===== config.mk =====
export PLATFORM = sky130hd
export DESIGN_NAME = rwtm_top
export DESIGN_NICKNAME = d
export VERILOG_FILES = /design/src/design/rwtm_top.v
export VERILOG_INCLUDE_DIRS = /design/src /design/src/design
export SDC_FILE = /design/constraint.sdc
export NUM_CORES = 1
export LEC_CHECK = 0
export ABC_CLOCK_PERIOD_IN_PS = 2400
export BUFFER_PORTS_ARGS = -buffer_cell sky130_fd_sc_hd__buf_2
export CAP_MARGIN = 20
export CORE_MARGIN = 4
export CORE_UTILIZATION = 30
export CTS_BUF_LIST = sky130_fd_sc_hd__clkbuf_8
export DETAILED_ROUTE_END_ITERATION = 16
export MAX_ROUTING_LAYER = met4
export RECOVER_POWER = 25
export SKIP_LAST_GASP = 1
export SYNTH_ARGS = -nofsm -noshare
export SYNTH_HDL_FRONTEND = slang
export SYNTH_SLANG_ARGS = --single-unit

===== constraint.sdc =====
create_clock -name MCLK_IN -period 2.4 [get_ports MCLK_IN]
set_clock_uncertainty 0.05 [all_clocks]
set_input_delay 0.12 -clock MCLK_IN [delete_from_list [all_inputs] [get_ports MCLK_IN]]
set_output_delay 0.12 -clock MCLK_IN [all_outputs]
set_load 0.01 [all_outputs]

===== src/design/rwtm_map.vh =====
// constants for the rf wake-up timer mode block
`ifndef RWTM_MAP_VH
`define RWTM_MAP_VH
// auto_cycle_mode_select encodings
`define RWTM_MODE_WOT       2'h0
`define RWTM_MODE_WOR       2'h1
// interrupt flag bit positions
`define RWTM_IRQ_TX_BIT     0
`define RWTM_IRQ_RX_BIT     1
// reset values
`define RWTM_PERIOD_RST     16'h0000
`define RWTM_IRQ_RST        2'h0
// activity codes reported on ACTIVITY_OUT
`define RWTM_ACT_IDLE       2'h0
`define RWTM_ACT_WOT        2'h1
`define RWTM_ACT_WOR        2'h2
`define RWTM_ACT_SLEEP      2'h3
`endif


===== src/design/rwtm_top.v =====
// rf wake-up timer mode: periodic io waveform, wake mode select, irq flags
`timescale 1ns/10ps
`include "rwtm_map.vh"
// one clock; the slow timer clocks arrive as plain levels and are edge
// detected here, so their rate must stay well below half of MCLK_IN.
// wake-tx/rx only pulse WAKE_TICK_OUT; the packet engine lives elsewhere.
module rwtm_top #(
  parameter CNT_W = 16
) (
  input  wire             MCLK_IN,
  input  wire             RST_N_IN,
  input  wire             AUTO_CYCLE_ENABLE_IN,
  input  wire [1:0]       AUTO_CYCLE_MODE_SELECT_IN,
  input  wire [CNT_W-1:0] WAKE_PERIOD_COUNT_IN,
  input  wire             TIMER_CLOCK_SELECT_IN,
  input  wire             INTERNAL_SLOW_OSCILLATOR_IN,
  input  wire             EXTERNAL_SLOW_CLOCK_IN,
  input  wire             IDLE_STROBE_IN,
  input  wire             LIGHT_SLEEP_STROBE_IN,
  input  wire             TX_DONE_IN,
  input  wire             RX_PACKET_VALID_IN,
  input  wire             IRQ_FLAG_WRITE_IN,
  input  wire [1:0]       IRQ_FLAG_WDATA_IN,
  output reg              WAKE_TIMER_MODE_OUT,
  output reg  [1:0]       ACTIVITY_OUT,
  output reg              GENERAL_IO_LINE_OUT,
  output reg              IRQ_IO_LINE_OUT,
  output reg  [1:0]       IRQ_FLAG_REGISTER_OUT,
  output reg              WAKE_TICK_OUT
);

  // ************************************************
  // mode decode and run state
  // ************************************************
  localparam ST_SLEEP = 2'h0;
  localparam ST_RUN   = 2'h1;

  reg  [1:0]       state_r;
  reg  [1:0]       state_nxt;
  wire             wtm_sel;
  wire             wake_sel;

  assign wtm_sel  = AUTO_CYCLE_ENABLE_IN & AUTO_CYCLE_MODE_SELECT_IN[1];
  assign wake_sel = AUTO_CYCLE_ENABLE_IN & ~AUTO_CYCLE_MODE_SELECT_IN[1];

  // sleep strobe wins if both strobes arrive together
  always @* begin
    state_nxt = state_r;
    case (state_r)
      ST_SLEEP: begin
        if (IDLE_STROBE_IN && !LIGHT_SLEEP_STROBE_IN && AUTO_CYCLE_ENABLE_IN) begin
          state_nxt = ST_RUN;
        end
      end
      ST_RUN: begin
        if (LIGHT_SLEEP_STROBE_IN || !AUTO_CYCLE_ENABLE_IN) begin
          state_nxt = ST_SLEEP;
        end
      end
      default: begin
        state_nxt = ST_SLEEP;
      end
    endcase
  end

  // ************************************************
  // slow clock select and edge detect
  // ************************************************
  // slow clocks are sampled as plain inputs; edges are counted in MCLK domain
  reg              slow_d_r;
  wire             slow_lvl;
  wire             slow_tick;

  assign slow_lvl  = TIMER_CLOCK_SELECT_IN ? EXTERNAL_SLOW_CLOCK_IN
                                           : INTERNAL_SLOW_OSCILLATOR_IN;
  assign slow_tick = slow_lvl & ~slow_d_r;

  // ************************************************
  // wake period counter
  // ************************************************
  reg  [CNT_W-1:0] cnt_r;
  reg  [CNT_W-1:0] cnt_nxt;
  wire             running;
  wire             expire;

  assign running = (state_r == ST_RUN);
  assign expire  = running && slow_tick && (cnt_r == {CNT_W{1'b0}});

  // count down on slow edges; reload on start and at expiry
  always @* begin
    cnt_nxt = cnt_r;
    if (!running) begin
      cnt_nxt = WAKE_PERIOD_COUNT_IN;
    end else if (expire) begin
      cnt_nxt = WAKE_PERIOD_COUNT_IN;
    end else if (slow_tick) begin
      cnt_nxt = cnt_r - {{(CNT_W-1){1'b0}}, 1'b1};
    end
  end

  // ************************************************
  // interrupt flags
  // ************************************************
  reg  [1:0]       irq_nxt;

  // a new event in the clearing cycle survives the write
  always @* begin
    irq_nxt = IRQ_FLAG_REGISTER_OUT;
    if (IRQ_FLAG_WRITE_IN) begin
      irq_nxt = IRQ_FLAG_REGISTER_OUT & IRQ_FLAG_WDATA_IN;
    end
    if (TX_DONE_IN) begin
      irq_nxt[`RWTM_IRQ_TX_BIT] = 1'b1;
    end
    if (RX_PACKET_VALID_IN) begin
      irq_nxt[`RWTM_IRQ_RX_BIT] = 1'b1;
    end
  end

  // ************************************************
  // output next values
  // ************************************************
  reg              will_run;
  reg              wtm_nxt;
  reg  [1:0]       act_nxt;
  reg              gio_nxt;
  reg              tick_nxt;

  // outputs follow the state being entered, so mode, activity and io line
  // all change on the same edge as the strobe that caused the change
  always @* begin
    will_run = (state_nxt == ST_RUN);
    wtm_nxt  = will_run && wtm_sel;
    act_nxt  = `RWTM_ACT_SLEEP;
    gio_nxt  = 1'b0;
    tick_nxt = 1'b0;
    // timer mode keeps the radio idle between and at expiries
    if (will_run) begin
      if (wtm_sel) begin
        act_nxt = `RWTM_ACT_IDLE;
      end else if (AUTO_CYCLE_MODE_SELECT_IN == `RWTM_MODE_WOR) begin
        act_nxt = `RWTM_ACT_WOR;
      end else begin
        act_nxt = `RWTM_ACT_WOT;
      end
    end
    // square wave: half period equals the programmed count plus one;
    // the line parks low outside timer mode so a host sees no stray edge
    if (wtm_nxt) begin
      if (expire) begin
        gio_nxt = ~GENERAL_IO_LINE_OUT;
      end else begin
        gio_nxt = GENERAL_IO_LINE_OUT;
      end
    end
    // wake pulse to the packet engine only in wake-tx/rx modes
    if (will_run && wake_sel) begin
      tick_nxt = expire;
    end
  end

  // ************************************************
  // control registers
  // ************************************************
  // run state, slow clock history and period counter; the reset branch
  // loads constants only, so nothing asynchronous reaches the datapath
  always @(posedge MCLK_IN or negedge RST_N_IN) begin
    if (!RST_N_IN) begin
      state_r  <= ST_SLEEP;
      slow_d_r <= 1'b0;
      cnt_r    <= `RWTM_PERIOD_RST;
    end else begin
      state_r  <= state_nxt;
      slow_d_r <= slow_lvl;
      cnt_r    <= cnt_nxt;
    end
  end

  // ************************************************
  // output registers
  // ************************************************
  // mode report; activity shows sleep out of reset
  always @(posedge MCLK_IN or negedge RST_N_IN) begin
    if (!RST_N_IN) begin
      WAKE_TIMER_MODE_OUT <= 1'b0;
      ACTIVITY_OUT        <= `RWTM_ACT_SLEEP;
    end else begin
      WAKE_TIMER_MODE_OUT <= wtm_nxt;
      ACTIVITY_OUT        <= act_nxt;
    end
  end

  // io waveform and wake pulse, both straight from flip-flops
  always @(posedge MCLK_IN or negedge RST_N_IN) begin
    if (!RST_N_IN) begin
      GENERAL_IO_LINE_OUT <= 1'b0;
      WAKE_TICK_OUT       <= 1'b0;
    end else begin
      GENERAL_IO_LINE_OUT <= gio_nxt;
      WAKE_TICK_OUT       <= tick_nxt;
    end
  end

  // flags and the io line that mirrors them; the line uses the next flag
  // value so it rises on the same edge as the flag itself
  always @(posedge MCLK_IN or negedge RST_N_IN) begin
    if (!RST_N_IN) begin
      IRQ_FLAG_REGISTER_OUT <= `RWTM_IRQ_RST;
      IRQ_IO_LINE_OUT       <= 1'b0;
    end else begin
      IRQ_FLAG_REGISTER_OUT <= irq_nxt;
      IRQ_IO_LINE_OUT       <= |irq_nxt;
    end
  end

endmodule


[Yosys cells after proc, flatten, opt, wreduce, memory -nomap -nowiden]
Cells that the tools add are included.
Word-level totals
  logic and storage cells: 50
  output and inout bits: 8
  input bits: 31
  register bits: 27
Cells by class
  multiplexer cells: 16
  add/sub/neg operators: 1
  bitwise logic cells: 7
  equal/unequal tests: 5
  reductions and logical operators: 12
Operator list (number)
  16-bit 2-to-1 mux: 3
  16-bit zero test: 1
  16-bit by 1-bit subtractor with 16-bit output (second input constant): 1
  2-bit 2-to-1 mux: 6
  2-bit by 1-bit == test with 1-bit output (second input constant): 3
  1-bit logical AND: 6
  1-bit 2-to-1 mux: 6
  2-bit case mux with 2 select lines: 1
  1-bit bitwise AND: 3
  3-bit by 2-bit inequality test with 1-bit output (second input constant): 1
  1-bit inverter: 3
  2-bit bitwise AND: 1
  1-bit zero test: 2
  2-bit zero test: 1
  2-bit inequality test (second input constant): 1
  2-bit OR reduction: 1
  1-bit logical OR: 1

[Logic depth before layout (Yosys ltp)]
  depth in word-level cells: 8
  mapped depth: 8
  mapped depth without buffers: 7

[Worst setup path after synthesis]
No wires, ideal clock.
  path type: flip-flop to flip-flop
  from: register cnt_r[4]
  to: register cnt_r[9]
  period minus slack after synthesis: 2.166 ns
  setup slack: 0.234 ns
  arrival: 1.993 ns
  library setup time: 0.123 ns
  stages on the path, launching flop included: 7
  path buffers: 2
  required time: 2.227 ns
  cell sequence: dfrtp_1 > or4_1 > buf_2 > nor4b_4 > a31oi_4 > buf_6 > o221a_1
Between the ends
  word-level cells in the longest chain between the ends: 4
  elaborated cells between the ends (all ways): 7
  classes of those cells: add/sub (1); eq/ne (1); mux (3); reduce/logical (2)
RTL lines
  start, declared: line rwtm_top.v:81  | reg [CNT_W-1:0] cnt_r;
  start signal, assigned: line rwtm_top.v:171  | cnt_r <= `RWTM_PERIOD_RST;
  start signal, assigned: line rwtm_top.v:175  | cnt_r <= cnt_nxt;
  16-bit by 1-bit subtractor with 16-bit output / 16-bit zero test (equally long branches): line rwtm_top.v:97, rwtm_top.v:87
  16-bit 2-to-1 mux / 1-bit logical AND (equally long branches): line rwtm_top.v:96, rwtm_top.v:87
  16-bit 2-to-1 mux: line rwtm_top.v:94  | end else if (expire) begin
  16-bit 2-to-1 mux: line rwtm_top.v:92  | if (!running) begin
Several ways; a longest one is shown, not always the timed one. The select of a mux whose other input is x is not followed.
A chain may end at the register's enable or synchronous reset.

[Worst setup path after layout]
  from: register cnt_r[4]
  to: register cnt_r[0]
Between the ends
  word-level cells in the longest chain between the ends: 4
  elaborated cells between the ends (all ways): 5
  classes of those cells: eq/ne (1); mux (2); reduce/logical (2)
RTL lines
  16-bit zero test (*): line rwtm_top.v:87  | assign expire = running && slow_tick && (cnt_r == {CNT_W{1'b0}});
  1-bit logical AND (*): line rwtm_top.v:87
  16-bit 2-to-1 mux: line rwtm_top.v:94
  16-bit 2-to-1 mux: line rwtm_top.v:92
Every way passes the cells marked *; elsewhere a longest branch is shown, timed or not.

==> impl_metrics.py <==
metrics = {
    "timing": {
        "final-hold-violation-count": 0,
        "fin_worst_setup_slack_ns": 0.1452,
        "final_min_period_over_clock_period": 0.9395,
        "slew_headroom": 0.03668,
        "layout_min_cycle_time_ns": 2.255,
        "setup-tns-final_ns": 0,
        "fmax_mhz": 443.5,
        "grt_setup_unrepaired": "false",
        "timing_max_transition_violations_final": 0,
        "measured_slew_at_the_worst_slew_check_pin_ns": 1.445,
        "setup_violations": 0,
    },
    "final_layout": {
        "layout-drive-gt1-share": 0.2800,
        "antenna_cells": 0,
        "layout.cells.most_common": "sky130_fd_sc_hd__buf_2",
        "nFillCells": 481,
        "fin_nets": 233,
        "layout-area-overhead-vs-synth_pct": 27.22,
        "most-common-layout-cells": "sky130_fd_sc_hd__buf_2 (37), sky130_fd_sc_hd__dfrtp_1 (25), sky130_fd_sc_hd__nor2_1 (13)",
    },
    "setup_path": {
        "top_cell_family_by_delay_on_the_critical_path": "simple AND/OR/NAND/NOR gates",
        "worst_ep_arrival_time_ns": 2.35,
        "worstSetupPathDepth": 5,
        "maximum_net_fanout_on_the_critical_path": 6,
        "chain_of_cells_forming_the_critical_path": "or4_1, nor4b_4, a31o_1, buf_4, o311ai_0",
        "cp.buffers_inverters": 1,
        "setup.worst_path.class": "reg -> reg",
        "cp_max_delay_cell": "sky130_fd_sc_hd__or4_1",
        "crit_path_start_kind": "flip-flop",
        "crit_required_ns": 2.49,
        "sort_of_element_at_the_end_of_the_critical_path": "flip-flop",
        "worst_path_largest_cell_delay_ns": 0.58,
        "worst-r2r-cell-count": 5,
    },
    "clocking": {
        "cts-buffers-inserted": 3,
        "cts.reportedPaths.clkPinSlew_ns": 0.09,
        "cts_max_level": 1,
        "skew_pair_late_insertion_delay_ns": 0.27,
        "tritoncts": "built",
        "clock_tree.buffer_depth": 2,
        "cts_root_buf": "sky130_fd_sc_hd__clkbuf_8",
        "post_cts_resized": 0,
        "clock_sinks": 27,
    },
    "synthesis": {
        "synth.lib_cells_used.distinct": 47,
        "async_flop_share": 1.000,
        "postSynth.topFlopCell": "sky130_fd_sc_hd__dfrtp_1",
        "postSynthRegisterBits": 27,
        "synth_top_family_by_area": "simple AND/OR/NAND/NOR gates",
        "synthXorXnorAreaFrac": 0.03015,
        "synth-edff-count": 0,
        "synth_area_per_cell_um2": 9.749,
        "synth.area.mux_share": 0.03445,
        "synth-compound-area-share": 0.1774,
        "synth_fp_nets": 181,
        "ys_warn_count": 0,
        "yosys.area_share.adder": 0.008613,
        "number_of_standard_cells_after_synthesis": 149,
        "post_synth_instance_area_um2": 1453,
        "synth_sequential_area_ratio": 0.4668,
        "synthSimpleGateAreaFrac": 0.2369,
    },
    "pwr": {
        "powerDensity_nw_per_um2": 484.9,
        "max-vdd-ir-drop_mv": 0.2049,
        "total_power_uw": 896.1,
        "static-leakage-power_nw": 0.7869,
    },
    "flow_run": {
        "number_of_max_cap_violations": 0,
    },
    "global_route": {
        "grt_max_degree": 28,
        "antenna_found_initial": 0,
        "global_route.usage.total": 0.1249,
        "grt.overflow.total": 0,
        "first_pass_grt_wire_length_mm": 5.975,
        "first_global_vias": 1211,
    },
    "detailed_routing": {
        "ratio_of_routed_vias_to_standard_cells": 5.067,
        "drt-wirelength-per-cell_um": 13.58,
        "drc_errors": 0,
        "detail_route.wirelength_mm": 3.449,
        "via_count": 1287,
        "drt_iter0_markers": 78,
        "drt.antenna.violating_nets": 0,
        "detail_route.first_pass.iterations": 4,
    },
    "hold_path": {
        "hold_path_class": "in -> reg",
        "hold-path-cell-count": 3,
    },
    "placed_design": {
        "place_congestion": 0.8053,
        "detailed_place_hpwl_mm": 2.571,
        "dp_worst_setup_slack_ns": 0.1714,
        "place.port_buffers": 38,
    },
    "floorplanning": {
        "die_height_um": 77.59,
        "core_region_area_um2": 4692,
        "die-area_um2": 6019,
        "rows": 25,
        "io_pins": 39,
        "die-width_um": 77.59,
        "initial_cell_density_of_the_core": 0.3096,
    },
    "status": {
        "run_status": "finished, final reports clean",
    },
}
[repair_timing]
item                      CTS  global route
hold buffers                7             0
setup buffers               0             0
hold endpoints to repair   31             0
[worst paths after layout]
kind	end	start	slack [ns]
worst max-delay path	cnt_r[0]$_DFFE_PN0P_	cnt_r[4]$_DFFE_PN0P_	0.15
worst min-delay path	cnt_r[0]$_DFFE_PN0P_	WAKE_PERIOD_COUNT_IN[0]	0.02
worst max register to register	cnt_r[0]$_DFFE_PN0P_	cnt_r[4]$_DFFE_PN0P_	0.15
worst min register to register	IRQ_FLAG_REGISTER_OUT[0]$_DFF_PN0_	IRQ_FLAG_REGISTER_OUT[0]$_DFF_PN0_	0.45
max in group asynchronous	cnt_r[5]$_DFFE_PN0P_	RST_N_IN	0.80
min in group asynchronous	cnt_r[10]$_DFFE_PN0P_	RST_N_IN	0.66
[final cells by class]
| type | instances | area, um^2 | share of cell area |
|---|---|---|---|
| multi-input combinational | 110 | 711.9 | 0.3852 |
| sequential | 27 | 678.2 | 0.3670 |
| timing repair buffer | 53 | 319.1 | 0.1726 |
| tap | 54 | 67.56 | 0.03656 |
| clock buffer | 3 | 41.29 | 0.02234 |
| inverter | 6 | 22.52 | 0.01219 |
| clock inverter | 1 | 7.507 | 0.004062 |
[stage by stage]
step	hold slack (ns)	instances	util	instance area, um^2
global placement	0.1157	243	0.3688	1730
detailed placement	0.1258	243	0.3688	1730
floorplan	-0.2256	149	-	1453
finish	0.02249	254	0.3939	1848
CTS	0.01895	254	0.3941	1849
global route	0.02809	254	0.3939	1848
[Yosys cell counts (3+ instances only)]
library cell,n,area share
sky130_fd_sc_hd__inv_1,6,0.016
sky130_fd_sc_hd__nand3_1,7,0.024
sky130_fd_sc_hd__nor4_1,3,0.013
sky130_fd_sc_hd__nor3_1,8,0.028
sky130_fd_sc_hd__a21oi_1,8,0.028
sky130_fd_sc_hd__mux2i_1,5,0.034
sky130_fd_sc_hd__nand2_1,10,0.026
sky130_fd_sc_hd__xor2_1,4,0.024
sky130_fd_sc_hd__nor2_1,13,0.034
sky130_fd_sc_hd__nand2b_1,4,0.017
sky130_fd_sc_hd__o21ai_0,7,0.024
sky130_fd_sc_hd__dfrtp_1,25,0.43
sky130_fd_sc_hd__nand4_1,3,0.013
[per-layer routing]
metal | share of wire | track usage | up-vias
met5 | 0 | - | -
met4 | 0.0084 | 0.03203 | 0
met3 | 0.032 | 0.02088 | 4
met2 | 0.48 | 0.1858 | 31
met1 | 0.48 | 0.1766 | 605
li1 | - | - | 647
[worst reg2reg max path, cell delays in order (launching register included)]
cell	delay (ns)
sky130_fd_sc_hd__dfrtp_1	0.43
sky130_fd_sc_hd__or4_1	0.58
sky130_fd_sc_hd__nor4b_4	0.44
sky130_fd_sc_hd__a31o_1	0.34
sky130_fd_sc_hd__buf_4	0.18
sky130_fd_sc_hd__o311ai_0	0.12
[where the power goes]
| part | internal [mW] | leakage [nW] | total, mW | switching (mW) |
|---|---|---|---|---|
| Combinational | 0.0640 | 0.450 | 0.125 | 0.0612 |
| Sequential | 0.480 | 0.315 | 0.505 | 0.0255 |
| Clock | 0.118 | 0.0217 | 0.266 | 0.148 |
[cells by family after synthesis]
kind of cell / count (synthesis)
and+or+nand+nor: 62
muxes: 5
other: 1
buffers and inverters: 12
adders and majority gates: 1
xor gates and xnor gates: 5
DFF: 27
AOI/OAI and AO/OA: 36
[flip-flops by register name (all words and copies together), names as in the netlist]
register and flops:
WAKE_TICK_OUT 1, WAKE_TIMER_MODE_OUT 1, ACTIVITY_OUT 2, IRQ_FLAG_REGISTER_OUT 2, state_r 2, GENERAL_IO_LINE_OUT 1
cnt_r 16, IRQ_IO_LINE_OUT 1, slow_d_r 1
Note: power is estimated with default switching activity, not from simulation.
